[src/design/mq_flag_pkg.sv]
// Constants, types and register map for the multi-queue flag generator.
package mq_flag_pkg;

    // ------------------------------------------------------------------
    // Sizes
    // ------------------------------------------------------------------
    localparam int NQ  = 4;
    localparam int QW  = 2;
    localparam int IDW = 3;
    localparam int CW  = 20;
    localparam int DW  = 16;
    localparam int AW  = 4;
    localparam int RW  = 32;

    // ------------------------------------------------------------------
    // Bus-matching setups, one-hot
    // ------------------------------------------------------------------
    typedef enum logic [4:0] {
        BM_36_36 = 5'h01,
        BM_18_36 = 5'h02,
        BM_9_36  = 5'h04,
        BM_36_18 = 5'h08,
        BM_36_9  = 5'h10
    } bus_mode_t;

    typedef struct packed {
        logic [DW-1:0] depth;
        logic [DW-1:0] offset;
    } queue_cfg_t;

    // ------------------------------------------------------------------
    // Register word addresses
    // ------------------------------------------------------------------
    localparam logic [AW-1:0] ADDR_CONFIG  = 4'h0;
    localparam logic [AW-1:0] ADDR_STATUS  = 4'h1;
    localparam logic [AW-1:0] ADDR_DEPTH0  = 4'h2;
    localparam logic [AW-1:0] ADDR_OFFSET0 = 4'h6;
    localparam logic [AW-1:0] ADDR_COUNT0  = 4'hA;

    // ------------------------------------------------------------------
    // Field positions and reset values
    // ------------------------------------------------------------------
    localparam int CFG_MODE_LSB   = 0;
    localparam int CFG_PACKET_BIT = 5;
    localparam int CFG_DEFAULT_BIT = 6;
    localparam int ST_VALID_LSB   = 0;
    localparam int ST_FULL_LSB    = 4;
    localparam int ST_AFULL_LSB   = 8;
    localparam int ST_STRAP_BIT   = 12;

    localparam logic [DW-1:0] DEPTH_RESET        = 16'h0100;
    localparam logic [DW-1:0] OFFSET_RESET       = 16'h0008;
    localparam logic [DW-1:0] DEFAULT_OFFSET_LOW  = 16'h0008;
    localparam logic [DW-1:0] DEFAULT_OFFSET_HIGH = 16'h0080;

    // ------------------------------------------------------------------
    // Flag latencies in MCLK cycles
    // ------------------------------------------------------------------
    localparam int OV_ASSERT_CYCLES    = 1;
    localparam int FULL_RELEASE_CYCLES = 1;
    localparam int AF_ASSERT_CYCLES    = 2;

endpackage

[src/design/flag_threshold.sv]
// Full and almost-full write counts for one queue.
`timescale 1ns/1ps
module flag_threshold (
    // Setup
    input  wire mq_flag_pkg::bus_mode_t      mode,
    input  wire mq_flag_pkg::queue_cfg_t     cfg,
    input  wire logic                        fwft,
    // Boundaries in input words
    output logic [mq_flag_pkg::CW-1:0]       full_thr,
    output logic [mq_flag_pkg::CW-1:0]       af_thr
);
    logic                        out36;
    logic                        narrow_in;
    logic [mq_flag_pkg::CW-1:0]  full_words;
    logic [mq_flag_pkg::CW-1:0]  af_words;
    logic [mq_flag_pkg::CW-1:0]  af_base;
    logic [mq_flag_pkg::CW-1:0]  off_words;

    always_comb begin
        out36     = (mode == mq_flag_pkg::BM_36_36) || (mode == mq_flag_pkg::BM_18_36) ||
                    (mode == mq_flag_pkg::BM_9_36);
        narrow_in = (mode == mq_flag_pkg::BM_18_36) || (mode == mq_flag_pkg::BM_9_36);
        off_words = {4'h0, cfg.offset};
        // With 36-bit output the output register adds one slot when it was primed at the first write.
        full_words = {4'h0, cfg.depth} + {19'h00000, out36 & fwft};
        // Narrow input always counts the output register toward almost full.
        af_base = {4'h0, cfg.depth} + {19'h00000, out36 & (narrow_in | fwft)};
        af_words = (off_words > af_base) ? 20'h00000 : af_base - off_words;
        case (mode)
            mq_flag_pkg::BM_18_36: begin
                full_thr = {full_words[18:0], 1'b0};
                af_thr   = {af_words[18:0], 1'b0};
            end
            mq_flag_pkg::BM_9_36: begin
                full_thr = {full_words[17:0], 2'b00};
                af_thr   = {af_words[17:0], 2'b00};
            end
            default: begin
                full_thr = full_words;
                af_thr   = af_words;
            end
        endcase
    end
endmodule

[src/design/queue_occupancy.sv]
// Occupancy counter for one queue, in input-bus words.
`timescale 1ns/1ps
module queue_occupancy (
    // Clock and reset
    input  wire logic                        clk,
    input  wire logic                        rst_b,
    // Setup
    input  wire mq_flag_pkg::bus_mode_t      mode,
    // Events
    input  wire logic                        wr,
    input  wire logic                        rd,
    input  wire logic                        rd_sel,
    // State
    output logic [mq_flag_pkg::CW-1:0]       count,
    output logic                             fwft,
    output logic                             nonempty,
    output logic                             next_nonempty
);
    logic [mq_flag_pkg::CW-1:0] next_count;
    logic [1:0]                 rsub;
    logic [1:0]                 next_rsub;
    logic                       next_fwft;
    logic [mq_flag_pkg::CW-1:0] units;
    logic [1:0]                 last_sub;
    logic [mq_flag_pkg::CW-1:0] dec;

    always_comb begin
        case (mode)
            mq_flag_pkg::BM_18_36: units = 20'h00002;
            mq_flag_pkg::BM_9_36:  units = 20'h00004;
            default:               units = 20'h00001;
        endcase
        case (mode)
            mq_flag_pkg::BM_36_18: last_sub = 2'h1;
            mq_flag_pkg::BM_36_9:  last_sub = 2'h3;
            default:               last_sub = 2'h0;
        endcase
        dec       = 20'h00000;
        next_rsub = rsub;
        if (rd) begin
            if (rsub == last_sub) begin
                dec       = units;
                next_rsub = 2'h0;
            end else begin
                next_rsub = rsub + 2'h1;
            end
        end
        next_count    = count + {19'h00000, wr} - dec;
        next_nonempty = next_count >= units;
        if (next_count == 20'h00000) begin
            next_fwft = 1'b0;
        end else if (wr && count == 20'h00000) begin
            next_fwft = rd_sel;
        end else begin
            next_fwft = fwft;
        end
    end

    always_ff @(posedge clk or negedge rst_b) begin
        if (!rst_b) begin
            count    <= 20'h00000;
            rsub     <= 2'h0;
            fwft     <= 1'b0;
            nonempty <= 1'b0;
        end else begin
            count    <= next_count;
            rsub     <= next_rsub;
            fwft     <= next_fwft;
            nonempty <= next_nonempty;
        end
    end
endmodule

[src/design/multiqueue_flags.sv]
// Output-valid, full and almost-full flag generation for a four-queue FIFO.
//
// Our own choices: the strobed register port and the placing of the registers.
`timescale 1ns/1ps

// Summary of operation
// Output valid goes low after the first write into an empty queue.
// Output valid asserts one clock after the write.
// Output valid releases on the very edge of the emptying read.
// Packet mode keeps the same output valid timing, only for 36-to-36.
// 36-to-36 with read port on the queue: full after depth plus one writes.
// Full after depth writes when write-only selected or output is narrow.
// 18-bit input: full after twice depth-plus-one, or twice depth.
// 9-bit input: full after four times depth-plus-one, or four times depth.
// Full asserts on the edge of the filling write.
// Full releases one clock after a read frees space.
// 36-to-36 almost full at depth plus one minus offset, or depth minus offset.
// 36-bit input to narrow output: almost full at depth minus offset.
// Narrow input: almost full at depth plus one minus offset, times two or four.
// Default offset is 8 or 128 from the strap caught after reset.
// Almost full asserts two clocks after the boundary write.
// Almost full releases after a read through the same pipeline.
// Almost-full bus bits assert two clocks after the boundary write.
// A write queue switch may add one clock to a bus bit change.
// Almost full shows the write-selected queue from the second edge on.
// Output valid is driven only when the read ID bits match.
// Flags are active low; counts in input-bus words; per-queue offsets.
module multiqueue_flags (
    // Clock and reset
    input  wire logic                                  MCLK,
    input  wire logic                                  RST_B,
    // Write port
    input  wire logic                                  WRITE_ENABLE,
    input  wire logic [mq_flag_pkg::QW-1:0]            WRITE_QUEUE_SELECT,
    // Read port
    input  wire logic                                  READ_ENABLE,
    input  wire logic [mq_flag_pkg::IDW+mq_flag_pkg::QW-1:0] READ_QUEUE_SELECT,
    input  wire logic [mq_flag_pkg::IDW-1:0]           EXPANSION_ID_INPUT,
    input  wire logic                                  DEFAULT_OFFSET_SELECT,
    // Register port
    input  wire logic [mq_flag_pkg::AW-1:0]            REG_ADDR,
    input  wire logic [mq_flag_pkg::RW-1:0]            REG_WDATA,
    input  wire logic                                  REG_WR,
    input  wire logic                                  REG_RD,
    output logic [mq_flag_pkg::RW-1:0]                 REG_RDATA,
    // Flags
    output logic                                       OUTPUT_VALID_N_O,
    output logic                                       OUTPUT_VALID_N_OE,
    output logic                                       FULL_FLAG_N,
    output logic                                       ALMOST_FULL_N,
    output logic [mq_flag_pkg::NQ-1:0]                 ALMOST_FULL_BUS
);

    // ------------------------------------------------------------------
    // Declarations
    // ------------------------------------------------------------------
    mq_flag_pkg::bus_mode_t   mode;
    mq_flag_pkg::bus_mode_t   next_mode;
    logic                     packet_mode;
    logic                     next_packet_mode;
    logic                     use_default;
    logic                     next_use_default;
    mq_flag_pkg::queue_cfg_t  qcfg [mq_flag_pkg::NQ];
    mq_flag_pkg::queue_cfg_t  next_qcfg [mq_flag_pkg::NQ];
    mq_flag_pkg::queue_cfg_t  eff_cfg [mq_flag_pkg::NQ];
    logic [mq_flag_pkg::RW-1:0] next_rdata;
    logic                     strap_done;
    logic                     next_strap_done;
    logic                     strap_val;
    logic                     next_strap_val;

    logic [mq_flag_pkg::CW-1:0] count [mq_flag_pkg::NQ];
    logic [mq_flag_pkg::CW-1:0] full_thr [mq_flag_pkg::NQ];
    logic [mq_flag_pkg::CW-1:0] af_thr [mq_flag_pkg::NQ];
    logic [mq_flag_pkg::NQ-1:0] fwft;
    logic [mq_flag_pkg::NQ-1:0] nonempty;
    logic [mq_flag_pkg::NQ-1:0] next_nonempty;
    logic [mq_flag_pkg::NQ-1:0] wr_q;
    logic [mq_flag_pkg::NQ-1:0] rd_q;
    logic [mq_flag_pkg::NQ-1:0] full_cmp;
    logic [mq_flag_pkg::NQ-1:0] fills;
    logic [mq_flag_pkg::NQ-1:0] af_cmp;
    logic [mq_flag_pkg::NQ-1:0] af_stage;
    logic [mq_flag_pkg::NQ-1:0] next_af_stage;
    logic [mq_flag_pkg::QW-1:0] wsel_q;
    logic [mq_flag_pkg::QW-1:0] rq;
    logic                     id_match;
    logic                     next_ov_n;
    logic                     next_full_n;
    logic                     next_af_n;
    logic [mq_flag_pkg::NQ-1:0] next_af_bus;
    logic                     af_cmp_w;

    // ------------------------------------------------------------------
    // Register file
    // ------------------------------------------------------------------
    always_comb begin
        next_mode        = mode;
        next_packet_mode = packet_mode;
        next_use_default = use_default;
        next_qcfg        = qcfg;
        next_rdata       = 32'h00000000;
        if (REG_WR) begin
            if (REG_ADDR == mq_flag_pkg::ADDR_CONFIG) begin
                next_mode        = mq_flag_pkg::bus_mode_t'(REG_WDATA[mq_flag_pkg::CFG_MODE_LSB +: 5]);
                next_packet_mode = REG_WDATA[mq_flag_pkg::CFG_PACKET_BIT];
                next_use_default = REG_WDATA[mq_flag_pkg::CFG_DEFAULT_BIT];
            end
            for (int i = 0; i < mq_flag_pkg::NQ; i++) begin
                if (REG_ADDR == mq_flag_pkg::ADDR_DEPTH0 + 4'(i)) begin
                    next_qcfg[i].depth = REG_WDATA[mq_flag_pkg::DW-1:0];
                end
                if (REG_ADDR == mq_flag_pkg::ADDR_OFFSET0 + 4'(i)) begin
                    next_qcfg[i].offset = REG_WDATA[mq_flag_pkg::DW-1:0];
                end
            end
        end
        if (REG_RD) begin
            if (REG_ADDR == mq_flag_pkg::ADDR_CONFIG) begin
                next_rdata[mq_flag_pkg::CFG_MODE_LSB +: 5]  = mode;
                next_rdata[mq_flag_pkg::CFG_PACKET_BIT]     = packet_mode;
                next_rdata[mq_flag_pkg::CFG_DEFAULT_BIT]    = use_default;
            end
            if (REG_ADDR == mq_flag_pkg::ADDR_STATUS) begin
                next_rdata[mq_flag_pkg::ST_VALID_LSB +: 4] = nonempty;
                next_rdata[mq_flag_pkg::ST_FULL_LSB +: 4]  = full_cmp;
                next_rdata[mq_flag_pkg::ST_AFULL_LSB +: 4] = af_stage;
                next_rdata[mq_flag_pkg::ST_STRAP_BIT]      = strap_val;
            end
            for (int i = 0; i < mq_flag_pkg::NQ; i++) begin
                if (REG_ADDR == mq_flag_pkg::ADDR_DEPTH0 + 4'(i)) begin
                    next_rdata[mq_flag_pkg::DW-1:0] = qcfg[i].depth;
                end
                if (REG_ADDR == mq_flag_pkg::ADDR_OFFSET0 + 4'(i)) begin
                    next_rdata[mq_flag_pkg::DW-1:0] = qcfg[i].offset;
                end
                if (REG_ADDR == mq_flag_pkg::ADDR_COUNT0 + 4'(i)) begin
                    next_rdata[mq_flag_pkg::CW-1:0] = count[i];
                end
            end
        end
    end

    always_ff @(posedge MCLK or negedge RST_B) begin
        if (!RST_B) begin
            mode        <= mq_flag_pkg::BM_36_36;
            packet_mode <= 1'b0;
            use_default <= 1'b1;
            REG_RDATA   <= 32'h00000000;
            for (int i = 0; i < mq_flag_pkg::NQ; i++) begin
                qcfg[i] <= '{depth: mq_flag_pkg::DEPTH_RESET, offset: mq_flag_pkg::OFFSET_RESET};
            end
        end else begin
            mode        <= next_mode;
            packet_mode <= next_packet_mode;
            use_default <= next_use_default;
            REG_RDATA   <= next_rdata;
            qcfg        <= next_qcfg;
        end
    end

    // ------------------------------------------------------------------
    // Default offset strap, caught on the first edge after reset
    // ------------------------------------------------------------------
    always_comb begin
        next_strap_done = 1'b1;
        next_strap_val  = strap_done ? strap_val : DEFAULT_OFFSET_SELECT;
    end

    always_ff @(posedge MCLK or negedge RST_B) begin
        if (!RST_B) begin
            strap_done <= 1'b0;
            strap_val  <= 1'b0;
        end else begin
            strap_done <= next_strap_done;
            strap_val  <= next_strap_val;
        end
    end

    // ------------------------------------------------------------------
    // Per-queue occupancy and boundaries
    // ------------------------------------------------------------------
    assign rq       = READ_QUEUE_SELECT[mq_flag_pkg::QW-1:0];
    assign id_match = READ_QUEUE_SELECT[mq_flag_pkg::IDW+mq_flag_pkg::QW-1:mq_flag_pkg::QW] == EXPANSION_ID_INPUT;

    for (genvar g = 0; g < mq_flag_pkg::NQ; g++) begin : gen_queue
        always_comb begin
            eff_cfg[g].depth  = qcfg[g].depth;
            eff_cfg[g].offset = !use_default ? qcfg[g].offset :
                                strap_val ? mq_flag_pkg::DEFAULT_OFFSET_HIGH :
                                mq_flag_pkg::DEFAULT_OFFSET_LOW;
        end
        assign full_cmp[g] = count[g] >= full_thr[g];
        assign af_cmp[g]   = count[g] >= af_thr[g];
        assign wr_q[g]     = WRITE_ENABLE && (WRITE_QUEUE_SELECT == g) && !full_cmp[g];
        assign rd_q[g]     = READ_ENABLE && id_match && (rq == g) && nonempty[g];
        assign fills[g]    = wr_q[g] && (count[g] + 20'h00001 >= full_thr[g]);

        queue_occupancy u_occ (
            .clk           (MCLK),
            .rst_b         (RST_B),
            .mode          (mode),
            .wr            (wr_q[g]),
            .rd            (rd_q[g]),
            .rd_sel        (id_match && (rq == g)),
            .count         (count[g]),
            .fwft          (fwft[g]),
            .nonempty      (nonempty[g]),
            .next_nonempty (next_nonempty[g])
        );

        flag_threshold u_thr (
            .mode     (mode),
            .cfg      (eff_cfg[g]),
            .fwft     (fwft[g]),
            .full_thr (full_thr[g]),
            .af_thr   (af_thr[g])
        );
    end

    // ------------------------------------------------------------------
    // Flag pipelines
    // ------------------------------------------------------------------
    always_comb begin
        // Packet mode only differs in skew, which a single clock hides.
        next_ov_n = rd_q[rq] ? !next_nonempty[rq] : !nonempty[rq];
        next_full_n = fills[WRITE_QUEUE_SELECT] ? 1'b0 : !full_cmp[WRITE_QUEUE_SELECT];
        // Every queue keeps its status; the first stage takes it off the counter.
        next_af_stage = af_cmp;
        next_af_n     = !af_stage[wsel_q];
        // A queue switch adds no cycle here, the bus follows its own queue.
        next_af_bus = ~af_stage;
        af_cmp_w    = af_cmp[WRITE_QUEUE_SELECT];
    end

    always_ff @(posedge MCLK or negedge RST_B) begin
        if (!RST_B) begin
            OUTPUT_VALID_N_O  <= 1'b1;
            OUTPUT_VALID_N_OE <= 1'b0;
            FULL_FLAG_N       <= 1'b1;
            ALMOST_FULL_N     <= 1'b1;
            ALMOST_FULL_BUS   <= 4'hF;
            af_stage          <= 4'h0;
            wsel_q            <= 2'h0;
        end else begin
            OUTPUT_VALID_N_O  <= next_ov_n;
            OUTPUT_VALID_N_OE <= id_match;
            FULL_FLAG_N       <= next_full_n;
            ALMOST_FULL_N     <= next_af_n;
            ALMOST_FULL_BUS   <= next_af_bus;
            af_stage          <= next_af_stage;
            wsel_q            <= WRITE_QUEUE_SELECT;
        end
    end
endmodule

[config.mk]
export PLATFORM = sky130hd
export DESIGN_NAME = multiqueue_flags
export DESIGN_NICKNAME = d
export VERILOG_FILES = /design/src/design/mq_flag_pkg.sv /design/src/design/flag_threshold.sv /design/src/design/queue_occupancy.sv /design/src/design/multiqueue_flags.sv
export SDC_FILE = /design/constraint.sdc
export NUM_CORES = 1
export LEC_CHECK = 0
export BUFFER_PORTS_ARGS = -buffer_cell sky130_fd_sc_hd__buf_4
export CAP_MARGIN = 5
export CORE_UTILIZATION = 50
export CTS_BUF_LIST = sky130_fd_sc_hd__clkbuf_16
export DETAILED_ROUTE_END_ITERATION = 12
export HOLD_SLACK_MARGIN = 0.02
export PLACE_DENSITY_LB_ADDON = 0.12
export SYNTH_ARGS = -nofsm -noshare
export SYNTH_HDL_FRONTEND = slang
export SYNTH_HIERARCHICAL = 1
export SYNTH_SLANG_ARGS = --single-unit
export TNS_END_PERCENT = 20
[constraint.sdc]
create_clock -name MCLK -period 8.5 [get_ports MCLK]
set_clock_uncertainty 0.2 [all_clocks]
set_input_delay 0 -clock MCLK [delete_from_list [all_inputs] [get_ports MCLK]]
set_output_delay 0 -clock MCLK [all_outputs]
set_load 0.01 [all_outputs]
==> summary.txt <==
Ys Warns -> 6
Die width -> 258.3 um
HPWL after DPL -> 87.36 mm
Worst Max-Slew Pin Slew -> 1.126 ns
Drc violations -> 0
Pwr Density -> 412.5 nW/um^2
Initial antenna violation count -> 11
Synth area leader -> dfrtp_1
Pins Over Slew Limit -> 0
Site Rows -> 93
CTS tree -> yes
Fin cells -> 4958
Util after Layout -> 55.76%
Num ports -> 93
Worst Setup Start Kind -> flip-flop
Clock slew at reported path FFs -> 0.06 ns
Count of input and output buffers -> 64
Share of cells above drive strength 1 -> 12.29%
Post-Synthesis Cells -> 3967
Final setup TNS -> 0 ns
Die Y -> 258.3 um
Design Power -> 14.88 mW
Core Box Area -> 64700 um^2
Clock root cell -> clkbuf_16
CP Capture Type -> flip-flop
H-tree levels -> 2
DRT Pass-1 Iters -> 7
Crit Path Max Fanout -> 9
Initial DRC count -> 3036
# fillers -> 6121
Synth Register Bits -> 267
Max Buffers Root-to-Sink -> 3
Starting density of the core -> 50.76%
Critical R2R Capture -> OUTPUT_VALID_N_O
Pin count of the biggest net entering global routing -> 93
Clock Sinks -> 267
Netlist Area Pre-Place -> 32840 um^2
Main combinational cell family by area after synthesis -> compound AO/OA/AOI/OAI gates
Crit path capture -> OUTPUT_VALID_N_O
Critical path launch point -> mode[0]
Global route overflow -> 0
Netlist cell types -> 126
Die area -> 66710 um^2
Final Hold Fails -> 0
Setup violators final -> 0
Type of the worst setup path -> flip-flop to flip-flop
Post-Synth Adder-Cell Area -> 17.86%
Max_cap viols -> 0
Commonest non-fill, non-tap cell in the layout -> ha_1
R2R cell count -> 35
Critical-path top delay cell -> dfstp_2
Arrival time at the worst endpoint -> 8.27 ns
Synthesized area per cell -> 8.279 um^2
Fmax -> 125.0 MHz
Period utilization -> 94.09%
Seq/Total Area, Yosys -> 20.41%
Crit path largest cell delay -> 0.58 ns
CTS Buf Count -> 35
FF-to-FF setup slack -> 0.50 ns
Most frequent cells in the layout -> 451 x ha_1, 405 x inv_1, 330 x nand2_1
Top cell type's share of synthesized area -> 19.05%
LEAKAGE -> 15.87 nW
Area occupied by registers -> 6705 um^2
GRT Resource Usage Total -> 33.19%
Post-Layout Inst Area -> 36070 um^2
DR WL/cell -> 22.77 um
Routed vias/inst -> 6.196
Most used cell, CP -> ha_1
Number of synthesized flops with an enable pin -> 0
Area grow syn2layout -> 9.837%
Placer congestion estimate -> 1.003
Fin nets -> 4590
Post-synthesis compound-gate area fraction -> 21.43%
Worst VDD drop -> 328.1 uV
Tmin final -> 7.997 ns
Antenna violation net count after detailed routing -> 0
Global-route wire length before repair -> 170.7 mm
WHS -> 0.08359 ns
Clk_lat worst skew -> 0.58 ns
Synth async-reset ratio -> 100.0%
Multiplexer area fraction after synthesis -> 5.726%
Area of the multi-input gates -> 24180 um^2
Final Worst Setup Slack -> 0.5027 ns
Status -> finished clean
Post-synthesis simple-gate area fraction -> 19.76%
Place WS -> 0.07244 ns
Cell count after placement -> 4842
Via count -> 30720
Worst Hold Class -> input port to flip-flop
RR Startpoint -> mode[0]
Total Wirelength -> 112.9 mm
CP Data Required Time -> 8.78 ns
Max_slew headroom -> 24.87%
Top cells by area, synth -> dfrtp_1 19%, ha_1 17%, xnor2_1 4.8%, mux2_2 4.7%, inv_1 4.5%
Main synth FF type -> dfrtp_1
DP Area -> 34260 um^2
Vias in the first global route -> 28400
Synth Area in XOR/XNOR -> 8.126%
-- routing by layer --
metal	vias to the layer above	part of all wire, %	global-route usage, %
met5	-	0.056	0
met4	8	4.7	14.27
met3	251	8.2	6.416
met2	1137	43	51.49
met1	14780	44	44.89
li1	14540	-	-
-- cells by family after synthesis --
logic type | count (synthesis)
muxes | 167
AOI/OAI and AO/OA | 996
adders and majority gates | 464
xor gates and xnor gates | 303
other | 6
buffers and inverters | 517
DFF | 267
and+or+nand+nor | 1247
-- power breakdown --
group          total (mW)  leakage [nW]  internal [mW]  switching (mW)
Sequential           2.87          3.20           1.74            1.13
Combinational        10.5          12.1           4.38            6.08
Clock                1.55         0.587          0.908           0.645
Total                14.9          15.9           7.03            7.85
-- cells in the mapped netlist (21+ instances only) --
cell type and count:
ha_1 456, clkbuf_1 50, mux2_2 136, and3_1 57, nand2_1 330, nand4_1 66
buf_2 31, nand3b_1 29, dfrtp_1 250, o21a_1 33, a221oi_1 34, xnor2_1 179
inv_1 396, o221ai_1 31, mux2i_1 27, o21ai_0 162, xor2_1 122, a211oi_1 26
a21o_1 67, nor3_1 54, a22oi_1 93, nor2b_1 100, nand3_1 99, a21oi_1 227
o211ai_1 26, nand2b_1 59, o31ai_1 21, and2_1 27, o22ai_1 25, nor2_1 262
o22a_1 21
-- cell type report --
cell class,instances,area share (%)
clock inverters,29,0.7874
well taps,855,2.966
flip-flops and latches,267,18.59
clock buffers,35,2.428
repair buffers,175,4.027
multi-input cells,3194,67.02
diodes,3,0.02081
inverters,400,4.162
-- worst min-delay path by stage --
stage / from / endpoint / cells past startpoint
floorplan: RST_B / OUTPUT_VALID_N_OE / 0
global placement: RST_B / gen_queue[1].u_occ/count[6] / 1
detailed placement: RST_B / gen_queue[1].u_occ/count[6] / 1
CTS: REG_ADDR[3] / REG_RDATA[4] / 4
global route: WRITE_QUEUE_SELECT[0] / wsel_q[0] / 2
finish: WRITE_QUEUE_SELECT[0] / wsel_q[0] / 2
-- flip-flops by register name, summed over array words and instances (netlist names), 2 cells and up --
signal / count
gen_queue.u_occ/fwft: 4
qcfg: 64
ALMOST_FULL_BUS: 4
REG_RDATA: 20
mode: 5
wsel_q: 2
gen_queue.u_occ/nonempty: 4
gen_queue.u_occ/rsub: 8
gen_queue.u_occ/count: 80
af_stage: 4
eff_cfg: 64
-- worst max-delay path, delay by kind of cell (launching register included) --
| kind | cells | cell delay, ns |
|---|---|---|
| AO/OA/AOI/OAI | 12 | 2.35 |
| XOR/XNOR | 1 | 0.25 |
| adder cells (fa/ha/maj) | 6 | 1.55 |
| buffers and inverters | 5 | 0.50 |
| flip-flops | 1 | 0.58 |
| multiplexers | 2 | 0.59 |
| AND/OR/NAND/NOR | 9 | 1.86 |
-- timing repair --
action / CTS / global route
endpoints found under the hold margin: 252 / 0
resized for setup: 1 / 33
pin swaps: 0 / 16
endpoints found under the setup margin: 1 / 2
hold buffers: 39 / 0
setup buffers: 0 / 10
Power figures use the tool's default switching activity.
